$ cat config.mk
export PLATFORM = sky130hd
export DESIGN_NAME = pic_top
export DESIGN_NICKNAME = d
export VERILOG_FILES = /design/src/pic_pkg.sv /design/src/pic_sel_if.sv /design/src/pic_top.sv /design/src/pic_sync.sv /design/src/pic_arb.sv
export SDC_FILE = /design/constraint.sdc
export NUM_CORES = 1
export LEC_CHECK = 0
export BUFFER_PORTS_ARGS = -buffer_cell sky130_fd_sc_hd__buf_2
export CORE_MARGIN = 2
export CORE_UTILIZATION = 35
export DETAILED_ROUTE_END_ITERATION = 12
export PLACE_DENSITY_LB_ADDON = 0.08
export SETUP_SLACK_MARGIN = 0.02
export SYNTH_ARGS = -nofsm -noshare
export SYNTH_HDL_FRONTEND = slang
export SYNTH_HIERARCHICAL = 1
export SYNTH_SLANG_ARGS = --single-unit
$ cat constraint.sdc
create_clock -name clk_sys -period 42.7 [get_ports clk_sys]
set_clock_uncertainty 0.05 [all_clocks]
set_input_delay 6.405 -clock clk_sys [delete_from_list [all_inputs] [get_ports clk_sys]]
set_output_delay 6.405 -clock clk_sys [all_outputs]
set_load 0.005 [all_outputs]
$ cat src/pic_pkg.sv
// Constants, source table and status-register layout of the interrupt arbiter.
// Assumes a single 100 MHz system clock and a synchronous active-high reset.
//
// How it works
// - Highest pending level wins; others stay pending.
// - Ties resolved by fixed per-source table order.
// - Forward only when level exceeds the mask.
// - Detection, arbitration, notification all on clk_sys.
// - Acceptance only at an instruction boundary.
// - Accepted source code loads the event register.
// - Status and PC copied to saved registers.
// - Acceptance forces block and bank bits high.
// - Jump target is vector base plus 0x600.
// - Acceptance leaves the mask bits untouched.
// - Unblocked with raised mask admits higher levels.
// - Pin channels 0 and 1 feed bus-power detection.
// - Level 0 masks; level 16 is highest.
// - Reset clears every programmable priority field.
// - Non-maskable fixed 16, debug fixed 15.
package pic_pkg;

    localparam int NPIN  = 8;
    localparam int NPER  = 12;
    localparam int NSRC  = 2 + NPIN + NPER;
    localparam int NGRP  = 16;
    localparam int GRPW  = 4;
    localparam int LVLW  = 5;
    localparam int CODEW = 12;
    localparam int PRIOW = 4;
    localparam int DATAW = 32;

    localparam int SRC_NMI = 0;
    localparam int SRC_DBG = 1;
    localparam int SRC_PIN = 2;
    localparam int SRC_PER = SRC_PIN + NPIN;

    localparam logic [LVLW-1:0]  LVL_OFF  = 5'h00;
    localparam logic [LVLW-1:0]  LVL_NMI  = 5'h10;
    localparam logic [LVLW-1:0]  LVL_DBG  = 5'h0F;
    localparam logic [PRIOW-1:0] PRIO_RST = 4'h0;

    // Table order is the default order: a lower index wins a tie.
    localparam logic [CODEW-1:0] SRC_CODE [NSRC] = '{
        12'h1C0, 12'h5E0,
        12'h600, 12'h620, 12'h640, 12'h660, 12'h680, 12'h6A0, 12'h6C0, 12'h6E0,
        12'h800, 12'h820, 12'h840, 12'h860,
        12'hA80, 12'hAA0, 12'hAC0, 12'hAE0, 12'hB00,
        12'hF00, 12'hF20,
        12'h560
    };

    localparam logic [GRPW-1:0] SRC_GRP [NSRC] = '{
        4'h0, 4'h0,
        4'h0, 4'h1, 4'h2, 4'h3, 4'h4, 4'h5, 4'h6, 4'h7,
        4'h8, 4'h9, 4'hA, 4'hB,
        4'hC, 4'hC, 4'hC, 4'hC, 4'hD,
        4'hE, 4'hE,
        4'hF
    };

    localparam int SR_BL_BIT    = 28;
    localparam int SR_RB_BIT    = 29;
    localparam int SR_IMASK_LSB = 4;
    localparam logic [DATAW-1:0] SR_RST      = 32'h300000F0;
    localparam logic [DATAW-1:0] HANDLER_OFS = 32'h00000600;

    typedef enum logic [0:0] {
        ST_RUN   = 1'b0,
        ST_ENTRY = 1'b1
    } pic_state_t;

endpackage

$ cat src/pic_sel_if.sv
// Carries the registered arbitration winner from the arbiter to the core.
// Assumes both ends run on clk_sys.
`timescale 1ns/1ps
`default_nettype none
interface pic_sel_if;
    import pic_pkg::*;
    logic             valid;
    logic [LVLW-1:0]  level;
    logic [CODEW-1:0] code;
    logic [7:0]       index;
    modport arb  (output valid, output level, output code, output index);
    modport core (input valid, input level, input code, input index);
endinterface
`default_nettype wire

$ cat src/pic_top.sv
// Interrupt arbiter with the processor's interrupt-entry state.
// Assumes peripheral requests and CPU strobes are on clk_sys; pins are not.
`timescale 1ns/1ps
`default_nettype none
module pic_top (
    input  wire logic                                    clk_sys,
    input  wire logic                                    rst,
    input  wire logic                                    nmi_pin,
    input  wire logic [pic_pkg::NPIN-1:0]                irq_pin,
    input  wire logic                                    debug_port_irq,
    input  wire logic [pic_pkg::NPER-1:0]                periph_irq,
    input  wire logic                                    prio_wr_en,
    input  wire logic [pic_pkg::GRPW-1:0]                prio_wr_grp,
    input  wire logic [pic_pkg::PRIOW-1:0]               prio_wr_lvl,
    input  wire logic                                    insn_boundary,
    input  wire logic [pic_pkg::DATAW-1:0]               pc_in,
    input  wire logic [pic_pkg::DATAW-1:0]               vector_base_reg,
    input  wire logic                                    sr_wr_en,
    input  wire logic [pic_pkg::DATAW-1:0]               sr_wr_data,
    output logic                                         irq_to_cpu_q,
    output logic                                         accept_q,
    output logic [pic_pkg::DATAW-1:0]                    jump_addr_q,
    output logic [pic_pkg::CODEW-1:0]                    event_code_reg_q,
    output logic [pic_pkg::DATAW-1:0]                    cpu_status_reg_q,
    output logic [pic_pkg::DATAW-1:0]                    saved_status_reg_q,
    output logic [pic_pkg::DATAW-1:0]                    saved_pc_reg_q,
    output logic [pic_pkg::NGRP-1:0][pic_pkg::PRIOW-1:0] priority_level_regs_q,
    output logic [1:0]                                   usb_pwr_det_q
);
    import pic_pkg::*;

    // ----------------------------------------------------------------
    // State
    // ----------------------------------------------------------------
    typedef struct packed {
        pic_state_t                  st;
        logic                        req;
        logic                        take;
        logic [DATAW-1:0]            jump;
        logic [CODEW-1:0]            evt;
        logic [DATAW-1:0]            sr;
        logic [DATAW-1:0]            saved_status_reg;
        logic [DATAW-1:0]            saved_pc_reg;
        logic [NGRP-1:0][PRIOW-1:0]  prio;
        logic [1:0]                  usb;
    } pic_core_t;

    pic_core_t          q;
    pic_core_t          d;
    logic [NPIN:0]      pins_s;
    logic [NSRC-1:0]    req_vec;
    logic [PRIOW-1:0]   imask;
    logic               qualify;
    logic               accept;

    pic_sel_if sel ();

    // ----------------------------------------------------------------
    // Detection
    // ----------------------------------------------------------------
    pic_sync #(
        .W (NPIN + 1)
    ) u_sync (
        .clk_sys (clk_sys),
        .rst     (rst),
        .din     ({irq_pin, nmi_pin}),
        .dout    (pins_s)
    );

    // Pin channels 0 and 1 are also the bus-power sensing path.
    assign req_vec = {periph_irq, pins_s[NPIN:1], debug_port_irq, pins_s[0]};

    pic_arb u_arb (
        .clk_sys (clk_sys),
        .rst     (rst),
        .req     (req_vec),
        .grp_lvl (q.prio),
        .sel     (sel.arb)
    );

    // ----------------------------------------------------------------
    // Acceptance and entry
    // ----------------------------------------------------------------
    assign imask   = q.sr[SR_IMASK_LSB +: PRIOW];
    assign qualify = sel.valid && (sel.level > {1'b0, imask})
                     && !q.sr[SR_BL_BIT];
    assign accept  = (q.st == ST_RUN) && q.req && qualify && insn_boundary;

    always_comb begin
        d      = q;
        d.take = 1'b0;
        d.usb  = pins_s[SRC_PIN:SRC_PIN-1];
        d.req  = qualify && (q.st == ST_RUN);
        if (prio_wr_en) begin
            d.prio[prio_wr_grp] = prio_wr_lvl;
        end
        if (sr_wr_en) begin
            d.sr = sr_wr_data;
        end
        unique case (q.st)
            ST_RUN: begin
                if (accept) begin
                    d.st              = ST_ENTRY;
                    d.take            = 1'b1;
                    d.req             = 1'b0;
                    d.evt             = sel.code;
                    d.saved_status_reg             = q.sr;
                    d.saved_pc_reg             = pc_in;
                    d.sr              = q.sr;
                    d.sr[SR_BL_BIT]   = 1'b1;
                    d.sr[SR_RB_BIT]   = 1'b1;
                    d.jump            = DATAW'(vector_base_reg + HANDLER_OFS);
                end
            end
            ST_ENTRY: begin
                d.st  = ST_RUN;
                d.req = 1'b0;
            end
        endcase
    end

    always_ff @(posedge clk_sys) begin
        if (rst) begin
            q      <= '0;
            q.st   <= ST_RUN;
            q.sr   <= SR_RST;
            q.prio <= {NGRP{PRIO_RST}};
        end else begin
            q <= d;
        end
    end

    // ----------------------------------------------------------------
    // Outputs
    // ----------------------------------------------------------------
    assign irq_to_cpu_q          = q.req;
    assign accept_q              = q.take;
    assign jump_addr_q           = q.jump;
    assign event_code_reg_q      = q.evt;
    assign cpu_status_reg_q      = q.sr;
    assign saved_status_reg_q    = q.saved_status_reg;
    assign saved_pc_reg_q        = q.saved_pc_reg;
    assign priority_level_regs_q = q.prio;
    assign usb_pwr_det_q         = q.usb;
endmodule
`default_nettype wire

$ cat src/pic_sync.sv
// Two-stage synchroniser for asynchronous pin inputs.
// Assumes inputs may change at any time relative to clk_sys.
`timescale 1ns/1ps
`default_nettype none
module pic_sync #(
    parameter int W = 1
) (
    input  wire logic         clk_sys,
    input  wire logic         rst,
    input  wire logic [W-1:0] din,
    output logic      [W-1:0] dout
);
    import pic_pkg::*;

    typedef struct packed {
        logic [W-1:0] meta;
        logic [W-1:0] stab;
    } pic_sync_t;

    pic_sync_t q;
    pic_sync_t d;

    always_comb begin
        d      = q;
        d.meta = din;
        d.stab = q.meta;
    end

    always_ff @(posedge clk_sys) begin
        if (rst) begin
            q <= '0;
        end else begin
            q <= d;
        end
    end

    assign dout = q.stab;
endmodule
`default_nettype wire

$ cat src/pic_arb.sv
// Priority arbiter: picks the pending source with the highest level.
// Assumes request inputs are already on clk_sys.
`timescale 1ns/1ps
`default_nettype none
module pic_arb (
    input  wire logic                                    clk_sys,
    input  wire logic                                    rst,
    input  wire logic [pic_pkg::NSRC-1:0]                req,
    input  wire logic [pic_pkg::NGRP-1:0][pic_pkg::PRIOW-1:0] grp_lvl,
    pic_sel_if.arb                                       sel
);
    import pic_pkg::*;

    typedef struct packed {
        logic             valid;
        logic [LVLW-1:0]  level;
        logic [CODEW-1:0] code;
        logic [7:0]       index;
    } pic_arb_t;

    pic_arb_t        q;
    pic_arb_t        d;
    logic [LVLW-1:0] lvl [NSRC];

    always_comb begin
        for (int i = 0; i < NSRC; i++) begin
            if (i == SRC_NMI) begin
                lvl[i] = LVL_NMI;
            end else if (i == SRC_DBG) begin
                lvl[i] = LVL_DBG;
            end else begin
                lvl[i] = {1'b0, grp_lvl[SRC_GRP[i]]};
            end
        end
    end

    // Scan from the lowest-ranked source so that a tie goes to the lower index.
    always_comb begin
        d = '0;
        for (int i = NSRC - 1; i >= 0; i--) begin
            if (req[i] && lvl[i] != LVL_OFF && lvl[i] >= d.level) begin
                d.valid = 1'b1;
                d.level = lvl[i];
                d.code  = SRC_CODE[i];
                d.index = 8'(i);
            end
        end
    end

    always_ff @(posedge clk_sys) begin
        if (rst) begin
            q <= '0;
        end else begin
            q <= d;
        end
    end

    assign sel.valid = q.valid;
    assign sel.level = q.level;
    assign sel.code  = q.code;
    assign sel.index = q.index;
endmodule
`default_nettype wire

==> After elaboration in Yosys (flattened, before gate mapping) <==
Index checks and enable logic that the tools add are counted.
{ "word_totals": {"reg_bits": 245, "input_bits": 131, "wordCells": 165} }
{ "op_classes": {"n_addsub": 1, "magnitude_cmp": 25, "n_eq_ne": 1, "mux": 29, "bitwise_logic": 1, "n_reduce_logical": 72} }
{ "op_table": {"columns": ["cell", "n"], "rows": [
  ["26-bit 2-to-1 mux", 22],
  ["143-bit 2-to-1 mux", 1],
  ["96-bit 2-to-1 mux", 1],
  ["4-bit by 5-bit greater-or-equal comparator with 1-bit output", 19],
  ["5-bit nonzero test", 16],
  ["64-bit bitwise mux", 1],
  ["1-bit logical AND", 49],
  ["32-bit by 11-bit adder with 32-bit output, second input constant", 1],
  ["32-bit 2-to-1 mux", 1],
  ["22-bit OR reduction", 1],
  ["4-bit demux with 4-bit select", 1],
  ["11-bit OR reduction", 1],
  ["4-bit by 1-bit greater-or-equal comparator with 1-bit output, second input constant", 2],
  ["4-bit by 5-bit greater-or-equal comparator with 1-bit output, first input constant", 1],
  ["5-bit greater-or-equal comparator, first input constant", 1],
  ["5-bit by 4-bit > comparator with 1-bit output", 1],
  ["4-bit by 5-bit less-than comparator with 1-bit output, second input constant", 1],
  ["4-bit 2-to-1 mux", 1],
  ["2-bit case mux with 2 select lines", 1],
  ["2-bit OR reduction", 2],
  ["3-bit OR reduction", 1],
  ["2-bit != test, second input constant", 1],
  ["2-bit AND reduction", 1],
  ["1-bit logical NOT", 1],
  ["1-bit NOT", 1]
]} }

==> Longest topological paths before layout <==
{ "logic_depth": {"word_depth": 67, "ltp_mapped": 170, "ltp_nobuf": 165} }

==> By module <==
The synthesis kept the hierarchy.
{ "modules_own_cells": {"columns": ["mod", "instances", "cells_each", "area_per_inst_um2", "seq_area_each_um2"], "rows": [
  ["pic_top", 1, 930, 8314.2, 4164.0],
  ["pic_arb", 1, 711, 4890.9, 360.3],
  ["pic_sync", 1, 37, 489.2, 360.3]
]} }

==> Worst setup path before layout <==
Ideal clock, no wire load.
{ "synth_path": {"kind": "input to register", "from": "in periph_irq[11] in the netlist's numbering", "to": "reg u_arb/sel.index[4] (netlist name)", "setup_time_ns": 0.103, "arrival_time_ns": 33.500, "setup_slack_ns": 9.046, "stages": 161, "path_cell_list": "clkbuf_1 and2_1 ha_1 nor2b_1 o21ai_1 nand3_1 o21ai_0 ha_1 nand2b_1 o31ai_1 a31oi_2 o221a_2 buf_2 nor2_1 a21oi_1 ha_1 nor2b_1 nand3_1 [... 125 more ...] a22oi_1 a31oi_1 o211ai_2 inv_1 nor3_1 a31oi_1 nand2_1 ha_1 nand2b_1 a21o_1 a21o_1 a21oi_1 nor2b_1 o41ai_1 nand3_1 and4b_1 nand2b_1 a2111oi_2"} }
{ "synth_rtl": {"columns": ["item", "line", "text"], "rows": [
  ["start, declared", "pic_top.sv:11", "input wire logic [pic_pkg::NPER-1:0] periph_irq,"]
]} }

==> Final worst setup path <==
{ "layout_path": {"from": "in periph_irq[11] in the netlist's numbering", "to": "reg u_arb.q (netlist bit u_arb/sel.code[8])"} }
{ "layout_via": {"elab_chain_cells": 66} }
{ "layout_rtl": {"columns": ["item", "line", "text"], "rows": [
  ["1-bit logical AND * (2 in a row)", "pic_arb.sv:41", "if (req[i] && lvl[i] != LVL_OFF && lvl[i] >= d.level) begin"],
  ["26-bit 2-to-1 mux *", "pic_arb.sv:41", null],
  ["4-bit by 5-bit greater-or-equal comparator with 1-bit output", "pic_arb.sv:41", null],
  ["1-bit logical AND", "pic_arb.sv:41", null],
  ["26-bit 2-to-1 mux *", "pic_arb.sv:41", null],
  ["4-bit by 5-bit greater-or-equal comparator with 1-bit output", "pic_arb.sv:41", null],
  ["1-bit logical AND", "pic_arb.sv:41", null],
  ["26-bit 2-to-1 mux *", "pic_arb.sv:41", null],
  ["[... 49 more ...]", null, null],
  ["1-bit logical AND", "pic_arb.sv:41", null],
  ["26-bit 2-to-1 mux *", "pic_arb.sv:41", null],
  ["4-bit by 5-bit greater-or-equal comparator with 1-bit output", "pic_arb.sv:41", null],
  ["1-bit logical AND", "pic_arb.sv:41", null],
  ["26-bit 2-to-1 mux *", "pic_arb.sv:41", null],
  ["5-bit greater-or-equal comparator", "pic_arb.sv:41", null],
  ["1-bit logical AND", "pic_arb.sv:41", null],
  ["26-bit 2-to-1 mux *", "pic_arb.sv:41", null],
  ["end signal, assigned", "pic_arb.sv:52", "q <= '0;"],
  ["end signal, assigned", "pic_arb.sv:54", "q <= d;"],
  ["end, declared", "pic_arb.sv:21", "pic_arb_t q;"]
]} }
Every way passes the cells marked *; elsewhere a longest branch is shown, timed or not.
A chain may end at the register's enable or synchronous reset.

==> qor.yml <==
place:
  dp_worst_setup_slack_ns: 6.14
  place.detailed.hpwl_um: 31600
  gp_congestion: 0.882
  placed_cell_area_mm2: 0.0155
  dp.cells: 2410
  io_buffer_count: 338
global_route:
  grt_max_degree: 130
  grt_pass1_wl_um: 68200
  grt_util_all_layers_pct: 21.3
  grt_overflow: 0
  grt_pass1_vias: 12300
  antenna_found_initial: 4
die:
  ios: 339
  die_x_um: 200
  rows: 71
  dieHeight_um: 200
  initial_core_util_pct: 35.6
  die_area_mm2: 0.0400
  core_area_mm2: 0.0378
setup_path:
  required_ns: 43.13
  ff2ff_setup_slack_ns: 11.92
  cpPeakStageDelay_ns: 0.46
  cp.arrival_ns: 36.72
  cp-end-kind: "flip-flop"
  reg2regPathDepth: 155
  cp-start-kind: "input port"
  crit_top_cell: "ha_1"
  critPathMaxFanout: 13
  critPathKind: "in2reg"
  endpoint: "u_arb/sel.code[8]"
  reg2reg_to: "u_arb/sel.code[8]"
  slowest_stage: "o31ai_1"
  rr_startpoint: "priority_level_regs_q[61]"
  crit_start: "periph_irq[11]"
synthesis:
  yosysWarnings: 6
  syn_inst: 1647
  synth_area_mm2: 0.0134
  synth_area_per_cell_um2: 8.16
cells_and_area:
  fillers: 3917
  nets: 2109
  stdcell_count: 2464
  drive_gt1_share_pct: 23.2
  final_common_cell: "buf_2"
  finish.instance_area_mm2: 0.0164
  multi_input_area_mm2: 0.00805
  final_util_pct: 43.6
  synthToLayoutAreaGrowth_pct: 22.3
  seqCellArea_mm2: 0.00478
  final_cell_mix: "337 x buf_2, 239 x dfxtp_1, 170 x a21oi_1"
timing:
  setup_violations: 0
  setup_ws_ns: 6.41
  rsz0062_at_grt: "no"
  fin_crit_ns: 36.29
  hold_viol: 0
  fmax_mhz: 27.6
  tightest_slew_ns: 1.04
  holdWs_ns: 0.381
  relSlewSlack_pct: 29.5
  maxSlewViolCount: 0
  period_share_pct: 85.0
  finalSetupTns_ns: 0
clocking:
  clock-sinks: 239
  worstSkewPairLatency_ns: 0.56
  post_cts_buffers: 0
  clockBufferDepth: 3
  hold_buffers: 0
  cts_max_level: 1
  cts_tree: "done"
  cts-root-buf: "clkbuf_16"
  clk_pin_slew_ns: 0.06
  numCtsBuffers: 29
  cts_resized: 0
routing:
  wl_per_cell_um: 18.0
  ant_nets: 0
  viasPerCell: 5.33
  vias: 13100
  drt_iter0_markers: 653
  drt_first_pass_iters: 5
  drc: 0
  drt_wl_total_um: 44300
power:
  max-vdd-ir-drop_mv: 0.0227
  design_power_total_mw: 0.542
  leakagePower_nw: 6.94
  p_per_area_mw_per_mm2: 32.9
flow_run:
  maxCapViolations: 0
hold_path:
  hold_class: "reg2reg"
run_status:
  outcome: "complete, no violations"
[critical path: cells and delay by family]
family	cells	cell delay, ns
compound gates	61	11.73
simple gates	61	9.46
fa+ha+maj	20	5.61
mux	10	3.10
buf+inv	4	0.40
[state kept, by name (all words and copies together) (netlist names)]
| name | cells |
|---|---|
| q | 1 |
| u_arb/sel.level | 5 |
| jump_addr_q | 32 |
| event_code_reg_q | 12 |
| saved_status_reg_q | 32 |
| cpu_status_reg_q | 32 |
| u_arb/sel.code | 7 |
| saved_pc_reg_q | 32 |
| u_sync/dout | 9 |
| usb_pwr_det_q | 2 |
| u_sync/d | 9 |
| priority_level_regs_q | 64 |
| irq_to_cpu_q | 1 |
| u_arb/sel.valid | 1 |
[power breakdown]
group | internal [mW] | switching [mW] | total (mW)
clock | 0.149 | 0.0997 | 0.248
combinational | 0.0260 | 0.0356 | 0.0617
sequential | 0.228 | 0.00385 | 0.231
[worst min-delay path by stage]
stage                           start              to  cells after the start
after floorplan           u_sync/d[0]  u_sync/dout[0]                      1
final                     u_sync/d[3]  u_sync/dout[3]                      1
after detailed placement  u_sync/d[3]  u_sync/dout[3]                      1
after global routing      u_sync/d[7]  u_sync/dout[7]                      1
after global placement    u_sync/d[8]  u_sync/dout[8]                      1
after CTS                 u_sync/d[2]  u_sync/dout[2]                      1
[routing by layer]
metal	vias up	share of wire, %	global-route usage, %
met1	6159	45	28.9
met4	4	3.1	6.72
li1	6495	-	-
met5	-	0.045	0
met2	402	45	33.6
met3	75	6.7	4.62
[cell type report]
| type | instances | share of cell area [%] |
|---|---|---|
| Antenna cell | 2 | 0.0304 |
| Clock buffer | 43 | 5.16 |
| Clock inverter | 9 | 0.647 |
| Inverter | 66 | 1.51 |
| Multi-Input combinational cell | 1248 | 49.0 |
| Sequential cell | 239 | 29.1 |
| Tap cell | 511 | 3.89 |
| Timing Repair Buffer | 346 | 10.7 |
Power figures use the tool's default switching activity.
